==> config.mk <==
export PLATFORM = sky130hd
export DESIGN_NAME = iipc_top
export DESIGN_NICKNAME = d
export VERILOG_FILES = /design/src/logic/iipc_pkg.sv /design/src/logic/iipc_sync2.sv /design/src/logic/iipc_top.sv
export VERILOG_INCLUDE_DIRS = /design/src /design/src/logic
export SDC_FILE = /design/constraint.sdc
export NUM_CORES = 1
export LEC_CHECK = 0
export ABC_AREA = 1
export BUFFER_PORTS_ARGS = -buffer_cell sky130_fd_sc_hd__buf_4
export CAP_MARGIN = 40
export CORE_MARGIN = 10
export CORE_UTILIZATION = 58
export DETAILED_ROUTE_END_ITERATION = 7
export GPL_TIMING_DRIVEN = 0
export PLACE_DENSITY = 0.84
export SYNTH_ARGS = -nofsm -noshare
export SYNTH_HDL_FRONTEND = slang
export SYNTH_SLANG_ARGS = --single-unit
==> constraint.sdc <==
create_clock -name sys_clk -period 7.59 [get_ports sys_clk]
set_input_delay 0.759 -clock sys_clk [delete_from_list [all_inputs] [get_ports sys_clk]]
set_output_delay 0.759 -clock sys_clk [all_outputs]
set_load 0.05 [all_outputs]
==> src/logic/iipc_cfg.svh <==
// Purpose: Constants for the isolated input host pin control block.
// Assumes: Included by bare name; definitions only.
// Notes:   Cycle counts are derived from times at the 100 MHz sys_clk.
//
// Behaviour
// - Select low runs byte-wide multiplexed parallel port; high runs serial port.
// - Serial port is selected throughout the start-up phase.
// - Sync high: data and diagnostic registers update on every sample tick.
// - Isochronous: each detected sync falling edge captures fresh data and diagnostics.
// - Data and diagnostic registers freeze at the sync falling edge.
// - While sync stays low, data and diagnostic registers stay unchanged.
// - Host interface enabled and transfers allowed only while chip select low.
// - Fault output low is OR of undervoltage, missing voltage, link fail, overcurrent.
// - No fault in normal operation: fault output released high.
// - During start-up the fault output is held high.
// - Converter enable high activates the switching-converter driver.
// - Converter enable low leaves both switch outputs undriven.
// - Switch outputs toggle at sample clock rate; config bit halves that frequency.
// - Each channel indicator is on only while its input is detected high.
// - Eight port lines carry address or data per latch, strobes and top line.
// - Latch high: low seven lines give address; top line low read, high write.
// - Active-low read or write strobe starts a transfer; low is data-valid phase.
// - Serial: sample input on shift clock rise, update output on its fall.
`ifndef IIPC_CFG_SVH
`define IIPC_CFG_SVH

`define IIPC_CLK_MHZ        100
`define IIPC_SAMPLE_NS      2000
`define IIPC_SAMPLE_CYC     ((`IIPC_SAMPLE_NS * `IIPC_CLK_MHZ) / 1000)
`define IIPC_STARTUP_NS     10000
`define IIPC_STARTUP_CYC    ((`IIPC_STARTUP_NS * `IIPC_CLK_MHZ) / 1000)
`define IIPC_ADDR_W         7
`define IIPC_ADDR_RST       7'h00
`define IIPC_GLOBAL_CONFIG_REG_ADDR     7'h00
`define IIPC_GLOBAL_CONFIG_REG_HALF_BIT 0
`define IIPC_CFG_RST        8'h00
`define IIPC_DATA_RST       8'h00

`endif

==> src/logic/iipc_pkg.sv <==
// Purpose: Types for the isolated input host pin control block.
// Assumes: Constants live in iipc_cfg.svh.
// Notes:   Holds types only.
package iipc_pkg;
  typedef enum logic [1:0] {
    IIPC_ST_START,
    IIPC_ST_RUN
  } iipc_state_t;

  typedef enum logic {
    IIPC_MODE_PARALLEL,
    IIPC_MODE_SERIAL
  } iipc_mode_t;
endpackage

==> src/logic/iipc_sync2.sv <==
// Purpose: Two-flop synchroniser for a vector of asynchronous pins.
// Assumes: Single sys_clk domain, asynchronous active-high reset.
// Notes:   First stage is read only by the second stage.
`timescale 1ns/1ps
module iipc_sync2 #(
  parameter int          WIDTH     = 1,
  parameter logic [63:0] RESET_VAL = 64'h0
) (
  input  wire logic             sys_clk,
  input  wire logic             rst,
  input  wire logic [WIDTH-1:0] async_in,
  output logic      [WIDTH-1:0] sync_out
);
  logic [WIDTH-1:0] meta_reg;
  logic [WIDTH-1:0] meta_next;
  logic [WIDTH-1:0] sync_reg;
  logic [WIDTH-1:0] sync_next;

  initial begin
    if (WIDTH < 1 || WIDTH > 64) begin
      $error("iipc_sync2: WIDTH out of range");
    end
  end

  always_comb begin
    meta_next = async_in;
    sync_next = meta_reg;
  end

  always_ff @(posedge sys_clk or posedge rst) begin
    if (rst) begin
      meta_reg <= RESET_VAL[WIDTH-1:0];
      sync_reg <= RESET_VAL[WIDTH-1:0];
    end else begin
      meta_reg <= meta_next;
      sync_reg <= sync_next;
    end
  end

  assign sync_out = sync_reg;
endmodule

==> src/logic/iipc_top.sv <==
// Purpose: Host-side pin control of an isolated eight-channel input device.
// Assumes: All pin inputs are asynchronous to sys_clk; the sensor-side
//          levels and fault sources arrive as pins as well.
// Notes:   The serial frame protocol itself is outside this block; only
//          its clock-edge points are produced here.
`timescale 1ns/1ps
`include "iipc_cfg.svh"
module iipc_top
  import iipc_pkg::*;
#(
  parameter int CHANNELS    = 8,
  parameter int SAMPLE_CYC  = `IIPC_SAMPLE_CYC,
  parameter int STARTUP_CYC = `IIPC_STARTUP_CYC
) (
  input  wire logic                sys_clk,
  input  wire logic                rst,
  input  wire logic                mode_select,
  input  wire logic                sync_in,
  input  wire logic                chip_select_n,
  input  wire logic                read_n,
  input  wire logic                write_n,
  input  wire logic                addr_latch,
  input  wire logic [7:0]          port_line_in,
  output logic      [7:0]          port_line_out,
  output logic      [7:0]          port_line_oe,
  input  wire logic                shift_clk,
  input  wire logic                converter_enable,
  output logic                     converter_switch_a,
  output logic                     converter_switch_a_oe,
  output logic                     converter_switch_b,
  output logic                     converter_switch_b_oe,
  input  wire logic                fault_undervoltage,
  input  wire logic                fault_missing_voltage,
  input  wire logic                fault_link,
  input  wire logic                fault_overcurrent,
  output logic                     fault_out_n,
  output logic                     fault_out_oe,
  input  wire logic [CHANNELS-1:0] channel_level,
  input  wire logic [CHANNELS-1:0] channel_diag,
  output logic      [CHANNELS-1:0] channel_indicator_out,
  output logic      [CHANNELS-1:0] data_reg_out,
  output logic      [CHANNELS-1:0] diag_reg_out,
  output logic                     serial_active,
  output logic                     host_enabled,
  output logic                     serial_sample,
  output logic                     serial_update,
  output logic      [7:0]          global_config_reg
);
  localparam int PW = 10 + 2 * CHANNELS;

  initial begin
    if (CHANNELS != 8) begin
      $error("iipc_top: port is byte wide, CHANNELS must be 8");
    end
    if (SAMPLE_CYC < 2 || SAMPLE_CYC > 65536 ||
        STARTUP_CYC < 1 || STARTUP_CYC > 65535) begin
      $error("iipc_top: timing counts out of range");
    end
  end

  // All asynchronous pins pass two flops before any logic reads them.
  logic [PW-1:0] pin_raw;
  logic [PW-1:0] pin_s;
  assign pin_raw = {channel_diag, channel_level, fault_overcurrent,
                    fault_link, fault_missing_voltage, fault_undervoltage,
                    converter_enable, shift_clk, addr_latch, write_n,
                    read_n, chip_select_n};

  // Strobes and chip select reset to their idle high level, the latch
  // strobe to its idle low level, so no false phase follows reset.
  iipc_sync2 #(.WIDTH(PW), .RESET_VAL(64'h07)) u_pins (
    .sys_clk  (sys_clk),
    .rst      (rst),
    .async_in (pin_raw),
    .sync_out (pin_s)
  );

  // Sync and mode select reset high like their pull-ups.
  logic [1:0] ctl_s;
  iipc_sync2 #(.WIDTH(2), .RESET_VAL(64'h3)) u_ctl (
    .sys_clk  (sys_clk),
    .rst      (rst),
    .async_in ({sync_in, mode_select}),
    .sync_out (ctl_s)
  );

  logic [7:0] port_s;
  iipc_sync2 #(.WIDTH(8), .RESET_VAL(64'h0)) u_port (
    .sys_clk  (sys_clk),
    .rst      (rst),
    .async_in (port_line_in),
    .sync_out (port_s)
  );

  logic                cs_n_s, rd_n_s, wr_n_s, ale_s, sck_s, dcen_s;
  logic                uv_s, mv_s, te_s, oc_s, sync_s, sel_s;
  logic [CHANNELS-1:0] lvl_s, dia_s;
  assign {dia_s, lvl_s, oc_s, te_s, mv_s, uv_s, dcen_s, sck_s, ale_s,
          wr_n_s, rd_n_s, cs_n_s} = pin_s;
  assign {sync_s, sel_s} = ctl_s;

  iipc_state_t         state_reg, state_next;
  logic [15:0]         start_cnt_reg, start_cnt_next;
  iipc_mode_t          mode_reg, mode_next;
  logic [15:0]         tick_cnt_reg, tick_cnt_next;
  logic                sync_d_reg, sync_d_next;
  logic                sck_d_reg, sck_d_next;
  logic [CHANNELS-1:0] data_reg, data_next;
  logic [CHANNELS-1:0] diag_reg, diag_next;
  logic [CHANNELS-1:0] ind_reg, ind_next;
  logic [`IIPC_ADDR_W-1:0] addr_reg, addr_next;
  logic                wdir_reg, wdir_next;
  logic [7:0]          cfg_reg, cfg_next;
  logic [7:0]          pout_reg, pout_next;
  logic                poe_reg, poe_next;
  logic                sw_reg, sw_next;
  logic                half_reg, half_next;
  logic                fault_reg, fault_next;
  logic                tick;
  logic                fall;

  assign tick = (tick_cnt_reg == 16'(SAMPLE_CYC - 1));
  assign fall = sync_d_reg && !sync_s;

  always_comb begin
    state_next     = state_reg;
    start_cnt_next = start_cnt_reg;
    mode_next      = mode_reg;
    case (state_reg)
      IIPC_ST_START: begin
        mode_next = IIPC_MODE_SERIAL;
        if (start_cnt_reg == 16'(STARTUP_CYC - 1)) begin
          state_next = IIPC_ST_RUN;
          // Taken once, so a later change on the pin is ignored.
          mode_next = sel_s ? IIPC_MODE_SERIAL : IIPC_MODE_PARALLEL;
        end else begin
          start_cnt_next = start_cnt_reg + 16'h0001;
        end
      end
      IIPC_ST_RUN: begin
        mode_next = mode_reg;
      end
      default: begin
        state_next = IIPC_ST_START;
      end
    endcase
  end

  always_comb begin
    tick_cnt_next = tick ? 16'h0000 : tick_cnt_reg + 16'h0001;
    sync_d_next   = sync_s;
    sck_d_next    = sck_s;
    data_next     = data_reg;
    diag_next     = diag_reg;
    ind_next      = lvl_s;
    if (fall) begin
      data_next = lvl_s;
      diag_next = dia_s;
    end else if (sync_s && tick) begin
      data_next = lvl_s;
      diag_next = dia_s;
    end
    // With sync low and no edge, both registers simply hold.
  end

  logic hen;
  assign hen = !cs_n_s && (state_reg == IIPC_ST_RUN);

  always_comb begin
    addr_next = addr_reg;
    wdir_next = wdir_reg;
    cfg_next  = cfg_reg;
    pout_next = pout_reg;
    poe_next  = 1'b0;
    if (hen && mode_reg == IIPC_MODE_PARALLEL) begin
      if (ale_s) begin
        addr_next = port_s[`IIPC_ADDR_W-1:0];
        wdir_next = port_s[7];
      end else if (!rd_n_s && !wdir_reg) begin
        poe_next = 1'b1;
        if (addr_reg == `IIPC_GLOBAL_CONFIG_REG_ADDR) begin
          pout_next = cfg_reg;
        end else if (addr_reg[0]) begin
          pout_next = diag_reg;
        end else begin
          pout_next = data_reg;
        end
      end else if (!wr_n_s && wdir_reg &&
                   addr_reg == `IIPC_GLOBAL_CONFIG_REG_ADDR) begin
        cfg_next = port_s;
      end
    end
  end

  always_comb begin
    sw_next   = sw_reg;
    half_next = half_reg;
    if (dcen_s && tick) begin
      if (cfg_reg[`IIPC_GLOBAL_CONFIG_REG_HALF_BIT]) begin
        half_next = !half_reg;
        if (half_reg) begin
          sw_next = !sw_reg;
        end
      end else begin
        sw_next = !sw_reg;
      end
    end
    // Faults only count once start-up is over; the pin is released before.
    fault_next = (state_reg == IIPC_ST_RUN) &&
                 (uv_s || mv_s || te_s || oc_s);
  end

  always_ff @(posedge sys_clk or posedge rst) begin
    if (rst) begin
      state_reg     <= IIPC_ST_START;
      start_cnt_reg <= 16'h0000;
      mode_reg      <= IIPC_MODE_SERIAL;
      tick_cnt_reg  <= 16'h0000;
      sync_d_reg    <= 1'b1;
      sck_d_reg     <= 1'b0;
      data_reg      <= `IIPC_DATA_RST;
      diag_reg      <= `IIPC_DATA_RST;
      ind_reg       <= `IIPC_DATA_RST;
      addr_reg      <= `IIPC_ADDR_RST;
      wdir_reg      <= 1'b0;
      cfg_reg       <= `IIPC_CFG_RST;
      pout_reg      <= 8'h00;
      poe_reg       <= 1'b0;
      sw_reg        <= 1'b0;
      half_reg      <= 1'b0;
      fault_reg     <= 1'b0;
    end else begin
      state_reg     <= state_next;
      start_cnt_reg <= start_cnt_next;
      mode_reg      <= mode_next;
      tick_cnt_reg  <= tick_cnt_next;
      sync_d_reg    <= sync_d_next;
      sck_d_reg     <= sck_d_next;
      data_reg      <= data_next;
      diag_reg      <= diag_next;
      ind_reg       <= ind_next;
      addr_reg      <= addr_next;
      wdir_reg      <= wdir_next;
      cfg_reg       <= cfg_next;
      pout_reg      <= pout_next;
      poe_reg       <= poe_next;
      sw_reg        <= sw_next;
      half_reg      <= half_next;
      fault_reg     <= fault_next;
    end
  end

  assign port_line_out         = pout_reg;
  assign port_line_oe          = {8{poe_reg}};
  // Open-drain switches: each pulls low in its own half period.
  assign converter_switch_a    = 1'b0;
  assign converter_switch_b    = 1'b0;
  assign converter_switch_a_oe = dcen_s && sw_reg;
  assign converter_switch_b_oe = dcen_s && !sw_reg;
  assign fault_out_n           = 1'b0;
  assign fault_out_oe          = fault_reg;
  assign channel_indicator_out = ind_reg;
  assign data_reg_out          = data_reg;
  assign diag_reg_out          = diag_reg;
  assign serial_active         = (mode_reg == IIPC_MODE_SERIAL);
  assign host_enabled          = hen;
  assign serial_sample = hen && serial_active && sck_s && !sck_d_reg;
  assign serial_update = hen && serial_active && !sck_s && sck_d_reg;
  assign global_config_reg     = cfg_reg;
endmodule
# Word-level counts from Yosys, hierarchy flattened
# Cells that the tools add are included.
# op_classes
muxes	16
eq_ne	5
n_reduce_logical	38
bitwise_logic	5
add_sub_neg	2
# ops
operator	count
$mux W8	6
$add A16 B1 Y16 const B	2
$eq A16 B10 Y1 const B	1
$eq A16 B8 Y1 const B	1
$logic_and A1 B1 Y1	16
$mux W16	1
$reduce_and A2 Y1	5
$logic_not A1 Y1	9
$logic_not A7 Y1	1
$mux W1	7
$not A1 Y1	5
$pmux W2 S2	1
$reduce_and A4 Y1	1
$logic_or A1 B1 Y1	3
$reduce_and A3 Y1	1
$eq A2 B1 Y1 const B	1
$logic_not A2 Y1	1
$mux W2	1
$ne A2 B1 Y1 const B	1
$ne A2 B2 Y1 const B	1
$reduce_bool A2 Y1	1
# totals
wordCells	89
register_bits	161

# Logic depth before layout (Yosys ltp)
# logic_depth
depth_word	5
ltp_mapped	10

# Hierarchy
# A second synthesis with hierarchy kept.
# hier_totals
cells_unflattened	638
area_unflattened_um2	6283.5
# by_module_without_submodules
mod	cells_per_inst	n_inst	area_per_inst_um2
iipc_top	563	1	4458.0
iipc_sync2 at u_pins	53	1	1312.5
iipc_sync2 at u_port	17	1	404.1
iipc_sync2 at u_ctl	5	1	108.9

# Worst setup path before layout
# No wires, ideal clock.
# synth_path
kind	register to output
start	register state_reg[0]
end	output port serial_update
path_stages_with_launch	5
arrival_time_ns	2.347
slack_ns	4.484
path_cell_list	dfrtp_1 > inv_2 > nor2_1 > nand2_1 > nor3_1
# synth_between
elab_chain_len	5
# synth_lines
item	line	source
from (decl)	iipc_top.sv:102	iipc_state_t state_reg, state_next;
from (signal assigned)	iipc_top.sv:233	state_reg <= state_next;
$eq A2 B1 Y1	iipc_top.sv:167	assign hen = !cs_n_s && (state_reg == IIPC_ST_RUN);
$logic_and A1 B1 Y1	iipc_top.sv:167	
named net host_enabled	iipc_top.sv:44	output logic host_enabled,
$logic_and A1 B1 Y1 (3 in a row)	iipc_top.sv:268	assign serial_update = hen && serial_active && !sck_s && sck_d_reg;
to (decl)	iipc_top.sv:46	output logic serial_update,
# The timed path passes the listed nets, and every way through them passes these cells.

# Worst setup path after layout
# layout_path
start	register state_reg[0]
end	output port serial_update
# layout_between
elab_chain_len	5
# layout_lines
item	line
$eq A2 B1 Y1	iipc_top.sv:167
$logic_and A1 B1 Y1	iipc_top.sv:167
$logic_and A1 B1 Y1 (3 in a row)	iipc_top.sv:268
# Every way passes these cells.

==> reports/summary.txt <==
worst r2r dst = data_reg_out[2]$_DFFE_PP0P_
CTS sink count = 160
worst path arrival time = 1.69 ns
Root Buffer = clkbuf_8
Max-slew headroom = 0.533
Die Ht = 124 um
CTS buffer count = 17
hold_buf cts = 0
Power Total = 1.87 mW
Min Hold Slack = 0.311 ns
1st-iter DRT viols = 426
syn_area_per_cell = 9.86 sq um
global-route wire length before repair = 22500 um
initial antenna violation count = 0
CP Capture Type = output pin
Worst Setup EP = serial_update
first-pass iteration count of the detailed router = 7
Post-DP HPWL = 9730 um
Synth Instances = 635
core footprint = 10400 sq um
Die X = 124 um
final number of max-transition violations = 0
ANT nets after route = 0
H-Tree Level Count = 4
Post-CTS Setup Inserts = 0
data required time of the worst path = 6.83 ns
DR vias = 4631
DP Worst Slack = 5.71 ns
Total GRT Usage = 0.188
Antenna Cells = 0
crit path from = state_reg[0]$_DFFE_PP0P_
post-synthesis sequential area ratio = 0.642
Max Root-Sink Buffers = 2
vias per cell = 5.16
startpoint types = register
R2R cell count = 9
final WL = 13700 um
Finish-stage setup viols = 0
total gr overflow = 0
reg-to-reg critical path startpoint = tick_cnt_reg[0]$_DFF_PP0_
Global Route met3 Usage = 0.0602
worst setup margin = 5.14 ns
Synth Warn # = 0
max cap viols = 0
Yosys cell types = 31
GR Util met1 = 0.229
fmax = 408 MHz
Fin. Hold Viols = 0
vias in the first global route = 4641
crit path time final = 2.45 ns
crit-path max FO = 7
Post-route DRC = 0
Buffers on Ports = 92
Worst-Skew Late Latency = 0.55 ns
PostCTS Resize Cnt = 0
Hold Crit Depth = 1
pwr/cell area = 242 nW/um^2
r2r setup slk = 5.95 ns
gp weighted congestion = 0.869
Worst Skew = 0.0101 ns
Worst VDD drop = 0.360 mV
worst hold path type = input pin to register
die area = 15400 sq um
CTS tree = built
Lkg Pwr = 3.97 nW
Mapped Area = 6260 sq um
period utilisation layout = 0.323
critical path class = register to output pin
Clk pin slew, worst setup/hold paths = 0.07 ns
Starting Density = 0.601
share of cells above drive strength 1 = 0.243
largest net degree at the start of global routing = 83
GRT met2 Usage = 0.301
Slew @ Worst Pin = 0.700 ns
Synth Register Bits = 160
RSZ-0062 raised after global routing = no
most used routing layer = met2
standard-cell rows = 37
I/O pin count = 96
status = complete, no violations
WL per Instance = 15.3 um
Nets = 789
Fin Setup TNS = 0 ns
area grow syn2layout = 23.7%
==> final cells by class <==
cell class,instances,area (sq um)
Buffer,22,160
Multi-Input combinational cell,389,1840
Clock buffer,18,418
Inverter,66,253
Timing Repair Buffer,93,718
Clock inverter,14,165
Tap cell,136,170
Sequential cell,160,4020
Fill cell,682,2670
==> metal layers <==
layer / routed length, um / share of wire
met1: 5640 / 0.41
met2: 6820 / 0.50
met3: 976 / 0.071
met4: 313 / 0.023
met5: 0 / 0
==> synthesized netlist by cell type (all sizes together) <==
cell type / instances / area share
nand2: 188 / 0.11
o21ai: 24 / 0.024
conb: 1 / 0.00060
ha: 2 / 0.0040
dfrtp: 148 / 0.59
nor3: 4 / 0.0068
nand3: 66 / 0.054
xor2: 11 / 0.015
nand4: 12 / 0.014
buf: 21 / 0.025
a21oi: 2 / 0.0016
inv: 66 / 0.040
nor2: 67 / 0.046
xnor2: 4 / 0.0056
clkbuf: 1 / 0.00060
nand3b: 4 / 0.0048
or2: 1 / 0.0010
dfstp: 12 / 0.050
nor4: 1 / 0.0010
==> where the power goes <==
part | internal, mW | switching [mW] | total [mW] | leakage [nW]
Sequential | 0.888 | 0.0198 | 0.908 | 1.97
Combinational | 0.0420 | 0.0950 | 0.137 | 1.72
Clock | 0.453 | 0.375 | 0.828 | 0.283
Total | 1.38 | 0.490 | 1.87 | 3.97
==> cells in the final DEF, fill, tap and decap left out, types with 5 or more instances in the layout <==
| cell | n |
|---|---|
| buf_4 | 105 |
| buf_2 | 5 |
| inv_6 | 6 |
| xor2_1 | 11 |
| nor2_1 | 61 |
| dfstp_2 | 12 |
| nand2_1 | 184 |
| clkbuf_16 | 16 |
| dfrtp_1 | 148 |
| nand3_1 | 65 |
| o21ai_0 | 14 |
| inv_1 | 61 |
| nand4_1 | 11 |
| o21ai_2 | 8 |
==> worst min path at each step <==
stage / start / endpoint
detailed placement: u_pins.meta_reg[8]$_DFF_PP0_ / u_pins.sync_out[8]$_DFF_PP0_
floorplan: u_pins.meta_reg[10]$_DFF_PP0_ / u_pins.sync_out[10]$_DFF_PP0_
finish: port_line_in[0] / u_port.meta_reg[0]$_DFF_PP0_
CTS: port_line_in[2] / u_port.meta_reg[2]$_DFF_PP0_
global placement: u_port.meta_reg[7]$_DFF_PP0_ / u_port.sync_out[7]$_DFF_PP0_
global route: port_line_in[5] / u_port.meta_reg[5]$_DFF_PP0_
==> cells by family (layout without fill, tap and decap cells) <==
kind of cell / after synthesis / after routing / synth area share
other cells: 1 / 3 / 0.000599
compound gates: 26 / 26 / 0.0256
simple gates: 343 / 343 / 0.242
xor+xnor: 15 / 15 / 0.0210
buf+inv: 88 / 213 / 0.0651
fa+ha+maj: 2 / 2 / 0.00399
flops: 160 / 160 / 0.642
==> stage by stage <==
stage	instances	utilization	cell area, sq um
finish	898	0.744	7750
global route	898	0.744	7750
CTS	898	0.744	7750
detailed placement	866	0.688	7160
global placement	865	0.685	7130
floorplan	637	-	6270
==> worst max-delay path, cell delays in order (launching register included) <==
cell and delay [ns]:
dfrtp_1 0.40, inv_2 0.10, nor2_1 0.18, nand2_1 0.10
nor3_1 0.15, buf_4 0.23
(Power assumes the default switching activity.)
